[config.mk]
export PLATFORM = sky130hd
export DESIGN_NAME = twi_unit
export DESIGN_NICKNAME = d
export VERILOG_FILES = /design/src/include/twi_pkg.sv /design/src/design/twi_unit.sv
export SDC_FILE = /design/constraint.sdc
export NUM_CORES = 1
export LEC_CHECK = 0
export ABC_AREA = 1
export BUFFER_PORTS_ARGS = -buffer_cell sky130_fd_sc_hd__buf_2
export CORE_MARGIN = 5
export CORE_UTILIZATION = 35
export CTS_BUF_LIST = sky130_fd_sc_hd__clkbuf_4 sky130_fd_sc_hd__clkbuf_8
export CTS_CLUSTER_SIZE = 12
export DETAILED_ROUTE_END_ITERATION = 10
export HOLD_SLACK_MARGIN = 0.03
export PLACE_DENSITY = 0.54
export SLEW_MARGIN = 20
export SYNTH_ARGS = -nofsm -noshare
export SYNTH_HDL_FRONTEND = slang
export SYNTH_SLANG_ARGS = --single-unit
[constraint.sdc]
create_clock -name clk -period 1.7 [get_ports clk]
set_input_delay 0.255 -clock clk [delete_from_list [all_inputs] [get_ports clk]]
set_output_delay 0.255 -clock clk [all_outputs]
set_load 0.05 [all_outputs]
[src/include/twi_pkg.sv]
package twi_pkg;
  // ---------------------------------------------------------------
  // Register map (byte addresses, byte address = word index * 4)
  // ---------------------------------------------------------------
  localparam logic [4:0] ADDR_TXBUF  = 5'h00;
  localparam logic [4:0] ADDR_RXBUF  = 5'h04;
  localparam logic [4:0] ADDR_BAUD   = 5'h08;
  localparam logic [4:0] ADDR_MODE   = 5'h0C;
  localparam logic [4:0] ADDR_SMA    = 5'h10;
  localparam logic [4:0] ADDR_SMB    = 5'h14;
  localparam logic [4:0] ADDR_SMC    = 5'h18;
  localparam logic [4:0] ADDR_SMD    = 5'h1C;
  // ---------------------------------------------------------------
  // Field positions
  // ---------------------------------------------------------------
  localparam logic [2:0] MODE_TWO_WIRE = 3'h2;
  localparam int SMA_SEL   = 0;
  localparam int SMA_ABC   = 1;
  localparam int SMA_BUSY  = 2;
  localparam int SMB_LAYOUT = 0;
  localparam int SMB_CSC   = 1;
  localparam int SMB_WAIT  = 2;
  localparam int SMB_ALS   = 3;
  localparam int SMB_STC   = 4;
  localparam int SMB_FLOW  = 5;
  localparam int SMB_DOD   = 6;
  localparam int SMC_PHASE = 1;
  localparam int SMC_DL    = 5;
  localparam int SMD_STA   = 0;
  localparam int SMD_RSTA  = 1;
  localparam int SMD_STP   = 2;
  localparam int SMD_GEN   = 3;
  localparam int SMD_ACK_DATA_VALUE  = 4;
  localparam int SMD_ACK_OUTPUT_ENABLE  = 5;
  localparam int SMD_RELS  = 6;
  localparam int SMD_HOLD9 = 7;
  localparam int RX_ALOST  = 11;
  localparam logic [7:0] BAUD_RESET = 8'h00;
  // ---------------------------------------------------------------
  // Event strobes
  // ---------------------------------------------------------------
  typedef struct packed {
    logic condition;
    logic nack;
    logic ack;
  } event_type;
endpackage

[src/design/twi_unit.sv]
`timescale 1ns/1ps
// Notes on behaviour
// Active only with mode 010 and two-wire select
// Start/stop detection share one request line
// Request bits generate start, restart, stop
// Software sets start before generator select
// Generator select picks detect or completion timing
// Compare sent bit with bus at clock rise
// Per-bit arbitration flag set or cleared
// Per-byte arbitration flag set at ninth fall
// Software clears per-byte flag between bytes
// Loss stops data drive when enabled
// Clock pin fall resets internal clock low
// Counter pauses while pin low in the internal high phase; clock is AND
// Clock wait holds line low at ninth fall
// Stop releases clock line when enabled
// Forced clock low while bit set
// Phase plus hold bit holds low after ninth
// Eight bits MSB first then ack bit
// Data output delay none or 2 to 8
// Data output disable tri-states data line
// Receive layout selects buffer bit placement
// Ack output bit drives ack value
// Ninth rise raises ack or nack request with receive layout 0
// Start resets shifters and sets clock wait
module twi_unit
  import twi_pkg::*;
(
  input  wire logic        clk,
  input  wire logic        rst_n,
  input  wire logic [4:0]  regAddr,
  input  wire logic [15:0] regWdata,
  input  wire logic        regWr,
  input  wire logic        regRd,
  output logic      [15:0] regRdata,
  input  wire logic        sclIn,
  output logic             sclOut,
  output logic             sclOe,
  input  wire logic        sdaIn,
  output logic             sdaOut,
  output logic             sdaOe,
  output event_type        events,
  output logic             dmaReq
);
  // ---------------------------------------------------------------
  // Pin synchronisers and edges
  // ---------------------------------------------------------------
  logic [1:0] sclSync_r, sdaSync_r;
  logic       sclD_r, sdaD_r;
  always_ff @(posedge clk) begin
    if (!rst_n) begin
      sclSync_r <= 2'h3;
      sdaSync_r <= 2'h3;
      sclD_r    <= 1'b1;
      sdaD_r    <= 1'b1;
    end else begin
      sclSync_r <= {sclSync_r[0], sclIn};
      sdaSync_r <= {sdaSync_r[0], sdaIn};
      sclD_r    <= sclSync_r[1];
      sdaD_r    <= sdaSync_r[1];
    end
  end
  logic sclPin, sdaPin, pinFall, startDet, stopDet;
  assign sclPin   = sclSync_r[1];
  assign sdaPin   = sdaSync_r[1];
  assign pinFall  = sclD_r & ~sclPin;
  assign startDet = sclPin & sclD_r & sdaD_r & ~sdaPin;
  assign stopDet  = sclPin & sclD_r & ~sdaD_r & sdaPin;
  // ---------------------------------------------------------------
  // Registers
  // ---------------------------------------------------------------
  logic [7:0] txBuf_r, baud_r, smA_r, smB_r, smC_r, smD_r;
  logic [2:0] mode_r;
  logic [8:0] rxBuf_r;
  logic       alost_r, active;
  logic       byteEnd, stcLoad, genDone;
  assign active = (mode_r == MODE_TWO_WIRE) & smA_r[SMA_SEL];
  always_ff @(posedge clk) begin
    if (!rst_n) begin
      txBuf_r <= 8'h00;
      baud_r  <= BAUD_RESET;
      mode_r  <= 3'h0;
      smA_r   <= 8'h00;
      smB_r   <= 8'h00;
      smC_r   <= 8'h00;
      smD_r   <= 8'h00;
    end else begin
      if (regWr && regAddr == ADDR_TXBUF) txBuf_r <= regWdata[7:0];
      if (regWr && regAddr == ADDR_BAUD)  baud_r  <= regWdata[7:0];
      if (regWr && regAddr == ADDR_MODE)  mode_r  <= regWdata[2:0];
      if (regWr && regAddr == ADDR_SMA)
        smA_r <= {regWdata[7:3], smA_r[SMA_BUSY], regWdata[1:0]};
      if (regWr && regAddr == ADDR_SMC)   smC_r   <= regWdata[7:0];
      // Bus busy follows detected conditions
      if (startDet) smA_r[SMA_BUSY] <= 1'b1;
      else if (stopDet) smA_r[SMA_BUSY] <= 1'b0;
      // Hardware set of clock wait wins over software write
      if (regWr && regAddr == ADDR_SMB) smB_r <= regWdata[7:0];
      if (stcLoad) smB_r[SMB_WAIT] <= 1'b1;
      if (regWr && regAddr == ADDR_SMD) smD_r <= regWdata[7:0];
      if (genDone) smD_r[2:0] <= 3'h0;
    end
  end
  // Read port, one cycle latency
  always_ff @(posedge clk) begin
    if (!rst_n) regRdata <= 16'h0000;
    else if (regRd) begin
      case (regAddr)
        ADDR_TXBUF: regRdata <= {8'h00, txBuf_r};
        ADDR_RXBUF: regRdata <= {4'h0, alost_r, 2'h0, rxBuf_r};
        ADDR_BAUD:  regRdata <= {8'h00, baud_r};
        ADDR_MODE:  regRdata <= {13'h0000, mode_r};
        ADDR_SMA:   regRdata <= {8'h00, smA_r};
        ADDR_SMB:   regRdata <= {8'h00, smB_r};
        ADDR_SMC:   regRdata <= {8'h00, smC_r};
        ADDR_SMD:   regRdata <= {8'h00, smD_r};
        default:    regRdata <= 16'h0000;
      endcase
    end
  end
  // ---------------------------------------------------------------
  // Internal clock generator with synchronisation
  // ---------------------------------------------------------------
  logic [7:0] cnt_r;
  logic       intScl_r, xferClk, xferD_r, xRise, xFall;
  always_ff @(posedge clk) begin
    if (!rst_n) begin
      cnt_r    <= 8'h00;
      intScl_r <= 1'b1;
    end else if (!active || !smB_r[SMB_CSC]) begin // Slave: pin clocks
      cnt_r    <= baud_r;
      intScl_r <= 1'b1;
    end else if (smB_r[SMB_CSC] && intScl_r && pinFall) begin
      intScl_r <= 1'b0;
      cnt_r    <= baud_r;
    end else if (intScl_r && !sclPin && smB_r[SMB_CSC]) begin
      cnt_r <= cnt_r;
    end else if (cnt_r == 8'h00) begin
      cnt_r    <= baud_r;
      intScl_r <= ~intScl_r;
    end else begin
      cnt_r <= cnt_r - 8'h01;
    end
  end
  assign xferClk = intScl_r & sclPin;
  always_ff @(posedge clk) begin
    if (!rst_n) xferD_r <= 1'b1;
    else        xferD_r <= xferClk;
  end
  assign xRise = xferClk & ~xferD_r;
  assign xFall = ~xferClk & xferD_r;
  // ---------------------------------------------------------------
  // Bit counter, shifters, arbitration
  // ---------------------------------------------------------------
  logic [3:0] bitCnt_r;
  logic [8:0] txSh_r, rxSh_r;
  logic       mism_r, ninthDone_r, txBit, skipFall_r;
  assign stcLoad = active & startDet & smB_r[SMB_STC];
  assign byteEnd = xFall & (bitCnt_r == 4'h8);
  assign txBit   = txSh_r[8];
  always_ff @(posedge clk) begin
    if (!rst_n) begin
      bitCnt_r <= 4'h0;
      txSh_r   <= 9'h1FF;
      rxSh_r   <= 9'h000;
      skipFall_r <= 1'b0;
    end else if (stcLoad) begin
      bitCnt_r <= 4'h0;
      txSh_r   <= {txBuf_r, 1'b1};
      rxSh_r   <= 9'h000;
      skipFall_r <= 1'b1;
    end else if (active) begin
      // The clock fall that ends a start condition carries no bit
      if (startDet) {bitCnt_r, skipFall_r} <= {4'h0, 1'b1};
      if (xRise) rxSh_r <= {rxSh_r[7:0], sdaPin};
      if (xFall && skipFall_r) skipFall_r <= 1'b0;
      else if (xFall) begin
        if (bitCnt_r == 4'h8) begin
          bitCnt_r <= 4'h0;
          txSh_r   <= {txBuf_r, 1'b1};
        end else begin
          bitCnt_r <= bitCnt_r + 4'h1;
          txSh_r   <= {txSh_r[7:0], 1'b1};
        end
      end
    end
  end
  // Arbitration check on each transfer clock rise while the data line is driven
  always_ff @(posedge clk) begin
    if (!rst_n) begin
      alost_r <= 1'b0;
      mism_r  <= 1'b0;
    end else begin
      if (regWr && regAddr == ADDR_RXBUF) alost_r <= regWdata[RX_ALOST];
      if (active && xRise && sdaOe) begin
        if (!smA_r[SMA_ABC]) alost_r <= (txBit != sdaPin);
        else if (txBit != sdaPin) mism_r <= 1'b1;
      end
      if (active && byteEnd && smA_r[SMA_ABC]) begin
        if (mism_r) alost_r <= 1'b1;
        mism_r <= 1'b0;
      end
    end
  end
  // Receive buffer layout and ack/nack events
  always_ff @(posedge clk) begin
    if (!rst_n) begin
      rxBuf_r <= 9'h000;
      events  <= '0;
      dmaReq  <= 1'b0;
      ninthDone_r <= 1'b0;
    end else begin
      events.nack <= 1'b0;
      events.ack  <= 1'b0;
      events.condition <= 1'b0;
      dmaReq      <= 1'b0;
      ninthDone_r <= active & xRise & (bitCnt_r == 4'h8);
      if (ninthDone_r) begin
        if (!smB_r[SMB_LAYOUT]) begin
          rxBuf_r <= {rxSh_r[0], rxSh_r[8:1]};
          events.nack <= rxSh_r[0];
          events.ack  <= ~rxSh_r[0];
          dmaReq      <= ~rxSh_r[0];
        end else begin
          rxBuf_r <= {rxSh_r[1], 1'b0, rxSh_r[8:2]};
        end
      end
      // Detect timing vs. generation timing
      if (active && (smD_r[SMD_GEN] ? genDone : (startDet | stopDet)))
        events.condition <= 1'b1;
    end
  end
  // ---------------------------------------------------------------
  // Condition generator
  // ---------------------------------------------------------------
  typedef enum logic [1:0] {GEN_IDLE, GEN_P1, GEN_P2, GEN_P3} gen_type;
  gen_type gst_r;
  logic [7:0] gcnt_r;
  logic       gSda_r, gScl_r, isStop_r;
  assign genDone = (gst_r == GEN_P3) && (gcnt_r == 8'h00);
  always_ff @(posedge clk) begin
    if (!rst_n) begin
      gst_r <= GEN_IDLE;
      gcnt_r <= 8'h00;
      gSda_r <= 1'b1;
      gScl_r <= 1'b1;
      isStop_r <= 1'b0;
    end else begin
      gcnt_r <= (gcnt_r == 8'h00) ? baud_r : gcnt_r - 8'h01;
      case (gst_r)
        GEN_IDLE: begin
          if (active && smD_r[SMD_GEN] && |smD_r[2:0]) begin
            gst_r    <= GEN_P1;
            gcnt_r   <= baud_r;
            isStop_r <= smD_r[SMD_STP];
            gSda_r   <= ~smD_r[SMD_STP];
            gScl_r   <= 1'b1;
          end
        end
        GEN_P1: if (gcnt_r == 8'h00) gst_r <= GEN_P2;
        GEN_P2: if (gcnt_r == 8'h00) begin
          gSda_r <= isStop_r;
          gst_r  <= GEN_P3;
        end
        GEN_P3: if (gcnt_r == 8'h00) begin
          gScl_r <= isStop_r;
          gst_r  <= GEN_IDLE;
        end
        default: gst_r <= GEN_IDLE;
      endcase
    end
  end
  // ---------------------------------------------------------------
  // Data output delay line, counted in count-source cycles
  // ---------------------------------------------------------------
  logic [7:0] dly_r;
  logic       dataRaw, dataDly;
  logic [2:0] dl;
  assign dl = smC_r[SMC_DL +: 3];
  assign dataRaw = (!smD_r[SMD_GEN] && smD_r[SMD_ACK_OUTPUT_ENABLE] &&
                    bitCnt_r == 4'h8) ? smD_r[SMD_ACK_DATA_VALUE] : txBit;
  always_ff @(posedge clk) begin
    if (!rst_n) dly_r <= 8'hFF;
    else        dly_r <= {dly_r[6:0], dataRaw};
  end
  // Code 0 means no delay; codes 1..7 give 2..8 cycles
  assign dataDly = (dl == 3'h0) ? dataRaw : dly_r[dl];
  // ---------------------------------------------------------------
  // Pin drivers (open drain: drive low only)
  // ---------------------------------------------------------------
  logic holdLow_r, startHold_r;
  always_ff @(posedge clk) begin
    if (!rst_n) holdLow_r <= 1'b0;
    else if (!active || stopDet) holdLow_r <= 1'b0;
    else if (byteEnd && (smB_r[SMB_WAIT] ||
             (smC_r[SMC_PHASE] && smD_r[SMD_HOLD9])))
      holdLow_r <= 1'b1;
    else if (!smB_r[SMB_WAIT] &&
             !(smC_r[SMC_PHASE] && smD_r[SMD_HOLD9]))
      holdLow_r <= 1'b0;
  end
  // A generated start parks both lines low until the internal clock runs
  always_ff @(posedge clk) begin
    if (!rst_n) startHold_r <= 1'b0;
    else if (genDone) startHold_r <= ~isStop_r;
    else if (!active || gst_r != GEN_IDLE || !intScl_r) startHold_r <= 1'b0;
  end
  logic relScl_r;
  always_ff @(posedge clk) begin
    if (!rst_n) relScl_r <= 1'b0;
    else if (stopDet && smD_r[SMD_RELS]) relScl_r <= 1'b1;
    else if (startDet || gst_r != GEN_IDLE) relScl_r <= 1'b0;
  end
  always_ff @(posedge clk) begin
    if (!rst_n) begin
      sclOut <= 1'b0;
      sclOe  <= 1'b0;
      sdaOut <= 1'b0;
      sdaOe  <= 1'b0;
    end else begin
      sclOut <= 1'b0;
      sdaOut <= 1'b0;
      if (!active) begin
        sclOe <= 1'b0;
        sdaOe <= 1'b0;
      end else if (gst_r != GEN_IDLE) begin
        sclOe <= ~gScl_r;
        sdaOe <= ~gSda_r;
      end else begin
        sclOe <= smB_r[SMB_FLOW] | holdLow_r | startHold_r |
                 (~intScl_r & ~relScl_r);
        sdaOe <= (~dataDly | startHold_r) & ~smB_r[SMB_DOD] &
                 ~(smB_r[SMB_ALS] & alost_r);
      end
    end
  end
  // ---------------------------------------------------------------
  // Checks
  // ---------------------------------------------------------------
  AST_PER_BIT: assert property (@(posedge clk) disable iff (!rst_n)
    (active && xRise && sdaOe && !smA_r[SMA_ABC] && txBit != sdaPin &&
     !regWr) |=> alost_r)
    else $error("per-bit loss not flagged");
  AST_LOSS_STOP: assert property (@(posedge clk) disable iff (!rst_n)
    (active && alost_r && smB_r[SMB_ALS] && gst_r == GEN_IDLE)
    |=> !sdaOe)
    else $error("data driven after loss");
  AST_DOD: assert property (@(posedge clk) disable iff (!rst_n)
    (active && smB_r[SMB_DOD] && gst_r == GEN_IDLE) |=> !sdaOe)
    else $error("data driven while disabled");
  AST_FORCE: assert property (@(posedge clk) disable iff (!rst_n)
    (active && smB_r[SMB_FLOW] && gst_r == GEN_IDLE) |=> sclOe)
    else $error("clock not forced low");
  AST_INACTIVE: assert property (@(posedge clk) disable iff (!rst_n)
    !active |=> !sclOe && !sdaOe)
    else $error("pins driven outside mode");
  AST_STC: assert property (@(posedge clk) disable iff (!rst_n)
    stcLoad |=> smB_r[SMB_WAIT] && bitCnt_r == 4'h0)
    else $error("start reset incomplete");
  AST_ACK: assert property (@(posedge clk) disable iff (!rst_n)
    (ninthDone_r && !smB_r[SMB_LAYOUT])
    |=> (events.ack ^ events.nack) && dmaReq == events.ack)
    else $error("ack event missing");
  AST_WAIT: assert property (@(posedge clk) disable iff (!rst_n)
    (active && byteEnd && smB_r[SMB_WAIT] && !stopDet &&
     gst_r == GEN_IDLE) |=> holdLow_r ##1 sclOe)
    else $error("clock wait not held");
endmodule

* Word-level counts from Yosys, hierarchy flattened
Cells that the tools add are included.
** Word-level totals
- Register bits after elaboration :: 147
- Bits in latches :: 0
- RAM bits :: 0
- ROM bits :: 0
- Output and inout bits :: 24
- Logic and storage cells :: 240
- Memories :: 0
** Cells by class
- $add $sub $neg :: 3
- Multiply operators :: 0
- Divide/modulo/power cells :: 0
- Order comparisons :: 1
- Equality and inequality tests :: 20
- Shifts and indexed selects :: 0
- Mux-type cells :: 58
- Bitwise logic cells :: 42
- Reductions and logical operators :: 75
** Operator list (count)
- $pmux 12 s8 :: 1
- $mux 8 :: 7
- $mux 9 :: 6
- $mux 1 :: 31
- $logic_and 1x1->1 :: 27
- $reduce_bool 2->1 :: 11
- $eq 5x5->1 const B :: 4
- $and 1x1->1 :: 19
- $not 1->1 :: 18
- $logic_not 8->1 :: 2
- $mux 4 :: 4
- $sub 8x1->8 const B :: 2
- $reduce_and 3->1 :: 5
- $eq 5x4->1 const B :: 2
- $ne 2x2->1 const B :: 5
- $reduce_and 2->1 :: 5
- $reduce_or 2->1 :: 5
- $mux 2 :: 4
- $pmux 2 s4 :: 1
- $logic_not 1->1 :: 7
- $logic_or 1x1->1 :: 6
- $reduce_or 3->1 :: 2
- $eq 5x3->1 const B :: 1
- $logic_not 5->1 :: 1
- 17 further kinds :: 23

* Depth between registers and ports, before layout
- Depth after elaboration :: 10
- Mapped depth :: 12
- Mapped depth without buffers :: 12

* Worst setup path after synthesis
Ideal clock, no wire load.
- Path kind :: register -> register
- Start :: register bitCnt_r[0]
- End :: register alost_r
- Setup time :: 70 ps
- Arrival :: 1351 ps
- Data required time :: 1630 ps
- Slack :: 278 ps
- Cell stages (with the launch flop) :: 9
- Path buffers :: 0
- Path through :: dfxtp_1 > inv_1 > ha_1 > nand2_1 > nor2_1 > inv_1 > nor4_1 > nand2_1 > a21oi_1
** Between the ends
- Word-level cells in the longest chain between the ends :: 5
** RTL lines
- from (decl) :: line twi_unit.sv:155 : logic [3:0] bitCnt_r;
- from (signal assigned) :: line twi_unit.sv:174 : if (startDet) {bitCnt_r, skipFall_r} <= {4'h0, 1'b1};
- from (signal assigned) :: line twi_unit.sv:182 : bitCnt_r <= bitCnt_r + 4'h1;
- $eq 4x4->1 :: line twi_unit.sv:159 : assign byteEnd = xFall & (bitCnt_r == 4'h8);
- $and 1x1->1 :: line twi_unit.sv:159
- $logic_and 1x1->1 (2 in series) :: line twi_unit.sv:199 : if (active && byteEnd && smA_r[SMA_ABC]) begin
- $mux 1 :: line twi_unit.sv:199
- to (signal assigned) :: line twi_unit.sv:194 : if (regWr && regAddr == ADDR_RXBUF) alost_r <= regWdata[RX_ALOST];
- to (signal assigned) :: line twi_unit.sv:196 : if (!smA_r[SMA_ABC]) alost_r <= (txBit != sdaPin);
- to (decl) :: line twi_unit.sv:75 : logic alost_r, active;
Every way passes these cells.
A chain may end at the register's enable or synchronous reset.

* Final worst setup path
- Start :: register sclSync_r[1]
- End :: register txSh_r[6]
** Between the ends
- Word-level cells in the longest chain between the ends :: 7
- Elaborated cells on any way between the ends :: 14
** RTL lines
- from (decl) :: line twi_unit.sv:48 : logic [1:0] sclSync_r, sdaSync_r;
- from (signal assigned) :: line twi_unit.sv:57 : sclSync_r <= {sclSync_r[0], sclIn};
- $and 1x1->1 (3 in series) :: line twi_unit.sv:67 : assign startDet = sclPin & sclD_r & sdaD_r & ~sdaPin;
- $and 1x1->1 (2 in series) :: line twi_unit.sv:158 : assign stcLoad = active & startDet & smB_r[SMB_STC];
- $ne 2x2->1 (no source line) / $reduce_bool 2->1 (equally long branches)
- $reduce_and 3->1 (no source line)
- to (signal assigned) :: line twi_unit.sv:169 : txSh_r <= {txBuf_r, 1'b1};
- to (signal assigned) :: line twi_unit.sv:180 : txSh_r <= {txBuf_r, 1'b1};
- to (signal assigned) :: line twi_unit.sv:183 : txSh_r <= {txSh_r[7:0], 1'b1};
- to (decl) :: line twi_unit.sv:156 : logic [8:0] txSh_r, rxSh_r;
Parallel ways exist; a longest one is shown, timed or not.

==> flow_summary.json <==
{
  "grt_max_degree": 41,
  "cts_buffer_depth": 2,
  "period_needed_ps": 1590,
  "grt_pass1_vias": 5408,
  "clkLatencyLatePin_ps": 440,
  "root_buffer": "clkbuf_8",
  "final-setup-viol-count": 0,
  "die_y_um": 147,
  "holdPathStages": 2,
  "crit_top_cell": "nand2_1",
  "fmax_mhz": 630,
  "reg2reg_depth": 10,
  "worstPathArrival_ps": 1910,
  "required_ps": 2020,
  "core_area_um2": 18500,
  "finClkSkew_ps": 13.0,
  "drtPass1Iterations": 5,
  "crit_type": "reg2reg",
  "leakage_nw": 3.19,
  "syn_area_per_cell_um2": 7.29,
  "synth_top_cell_by_area": "dfxtp_1",
  "final_antenna_net_count": 0,
  "path_cells": "nand2_1 -> nand2_1 -> nor2_4 -> inv_2 -> nor2_2 -> nor2_2 -> buf_4 -> nand2_1 -> nand2_1 -> o21bai_1",
  "placedInstanceArea_um2": 7170,
  "antenna_cells": 0,
  "avgRoutedWirePerCell_um": 14.9,
  "via_count": 5808,
  "regToRegSetupSlack_ps": 110,
  "fp.dieArea_um2": 21500,
  "grt.total_usage_pct": 16.8,
  "maxCapViolations": 0,
  "yosysSeqAreaShare_pct": 43.0,
  "ys_top_cells_by_count": "nand2_1, dfxtp_1, o21ai_0",
  "async_flop_share_pct": 0,
  "r2r_end": "txSh_r[6]$_SDFFE_PN1P_",
  "synth_area_leaders": "dfxtp_1, nand2_1, o21ai_0",
  "syn_inst": 894,
  "cts_made_buffers": 17,
  "post_cts_buffers": 0,
  "routed_via_density": 4.81,
  "worst_setup_path_end_kind": "flop",
  "synth_seq_cells": 140,
  "wl_um": 18000,
  "syn_area_um2": 6520,
  "synth_edf_count": 0,
  "h-tree-depth": 4,
  "synthToLayoutAreaGrowth_pct": 16.9,
  "period_share_pct": 93.4,
  "drc": 0,
  "place_worst_setup_slack_ps": 20.2,
  "drive_gt1_share_pct": 17.2,
  "yosysWarnings": 0,
  "fp.dieW_um": 147,
  "fin_ws_ps": 112,
  "pin_count": 51,
  "r2r_start": "sclSync_r[1]$_SDFF_PN1_",
  "synth.top_cell.area_share_pct": 43.0,
  "gp_congestion": 0.840,
  "rsz0062_at_grt": "false",
  "worstSetupStartpointType": "flop",
  "grt_pass1_wl_um": 28700,
  "start_util_pct": 35.2,
  "cts_tree": "yes",
  "crit_fanout": 7,
  "hpwl_um": 13300,
  "hold_path_end": "dly_r[0]$_SDFF_PN1_",
  "drtIter0Drc": 349,
  "port_buffers": 35,
  "finalSetupTns_ps": 0,
  "clock-sinks": 140,
  "final_max_slew_viol_count": 0,
  "hold_path.class": "in2reg",
  "hp-start": "rst_n",
  "yosysMostFrequentCell": "nand2_1",
  "post-route-util_pct": 41.2,
  "status": "completed",
  "nNetsFinal": 999,
  "antenna_found_initial": 0,
  "synth_cell_types": 46,
  "design_area_um2": 7620,
  "num_rows": 50,
  "clk_pin_slew_ps": 80,
  "num-fill-cells": 1962,
  "grt_overflow": 0,
  "synth-main-ff-cell": "dfxtp_1",
  "hold_viol": 0,
  "max_stage_delay_ps": 380,
  "vdd_drop_max_v": 0.000447,
  "powerDensity_nw_per_um2": 1000,
  "crit_path_top_delay_cell": "dfxtp_2"
}
-- layout by cell type (no fill, tap or decap), types with 3 or more instances in the layout --
cell type / count
nor2_1: 82
xor2_1: 8
o21ai_1: 8
or2_2: 14
o21bai_1: 5
nor3_1: 9
a21oi_1: 86
nand3_1: 42
dfxtp_2: 3
nand2_1: 164
inv_1: 93
o21ai_0: 99
nor2_2: 7
conb_1: 8
bufinv_16: 3
a211oi_1: 15
ha_1: 10
dfxtp_1: 137
nand2_4: 3
inv_2: 9
buf_2: 35
nor2_4: 6
nand3_2: 5
clkbuf_8: 18
nand4_1: 22
buf_4: 41
clkbuf_4: 6
buf_12: 3
-- power breakdown --
part	leakage [nW]	internal, W	switching [W]
sequential	1.13	0.00341	0.0000845
clock	0.208	0.00158	0.00123
combinational	1.84	0.000512	0.000807
-- stage by stage --
step / total power (W) / std cells / hold slack, ps
final: 0.00762 / 1208 / 111
after global routing: 0.00801 / 1208 / 88.0
after CTS: 0.00768 / 1208 / 85.4
after detailed placement: 0.00487 / 1175 / 401
after global placement: 0.00486 / 1175 / 398
after floorplan: 0.00445 / 901 / 362
-- critical path: cells and delay by family, from the launching register on --
kind                   cells  cell delay [ps]
DFF                        1              380
AOI/OAI and AO/OA          1              150
buffers and inverters      2              230
and+or+nand+nor            7              720
-- kinds of logic (layout without fill, tap and decap cells) --
family	Yosys count	count (layout)	share of synthesized area [%]
XOR/XNOR	10	10	1.34
AO/OA/AOI/OAI	225	225	18.6
other	1	8	0.0575
AND/OR/NAND/NOR	365	365	25.8
adder cells (fa/ha/maj)	10	10	1.92
buffers and inverters	143	216	9.29
flip-flops	140	140	43.0
-- state kept, by name, indices dropped and copies added, names as in the netlist, 3 cells and up --
signal    count
regRdata     10
smB_r         8
cnt_r         8
mode_r        3
txSh_r        8
bitCnt_r      4
txBuf_r       8
gcnt_r        8
smA_r         8
rxSh_r        9
baud_r        8
rxBuf_r       9
dly_r         8
smC_r         8
smD_r         8
-- worst max-delay path by stage --
stage,from,to,slack [ps],cells past startpoint
final,sclSync_r[1]$_SDFF_PN1_,txSh_r[6]$_SDFFE_PN1P_,110,10
after global routing,sdaSync_r[1]$_SDFF_PN1_,txSh_r[8]$_SDFFE_PN1P_,5,8
after CTS,sclSync_r[1]$_SDFF_PN1_,txSh_r[6]$_SDFFE_PN1P_,20,7
after detailed placement,regAddr[1],smC_r[7]$_SDFFE_PN0P_,20,7
after global placement,regAddr[1],smC_r[7]$_SDFFE_PN0P_,40,7
after floorplan,bitCnt_r[0]$_SDFFE_PP0N_,alost_r$_SDFF_PN0_,280,8
-- layout make-up --
| type | count | area (um^2) | share of cell area, % |
|---|---|---|---|
| clock inverter | 7 | 115 | 1.51 |
| tap | 234 | 293 | 3.84 |
| multi-input combinational | 618 | 3160 | 41.5 |
| inverter | 104 | 390 | 5.12 |
| sequential | 140 | 2810 | 36.8 |
| clock buffer | 24 | 293 | 3.84 |
| timing repair buffer | 81 | 563 | 7.39 |
-- per-layer routing --
layer | vias to the layer above | GRT usage, % | part of all wire (%) | wire length (um)
li1 | 3081 | - | - | -
met1 | 2635 | 23.9 | 51 | 9130
met4 | 0 | 3.81 | 1.1 | 189
met3 | 13 | 3.35 | 3.0 | 542
met5 | - | 0 | 0 | 0
met2 | 79 | 26.4 | 45 | 8110
-- repair_timing --
action                                 in CTS  in global routing
resized for setup                           0                  9
endpoints found under the hold margin       2                  0
hold buffers                                2                  0
setup endpoints to repair                   0                 25
No activity file was read; power rests on OpenSTA's default activity.
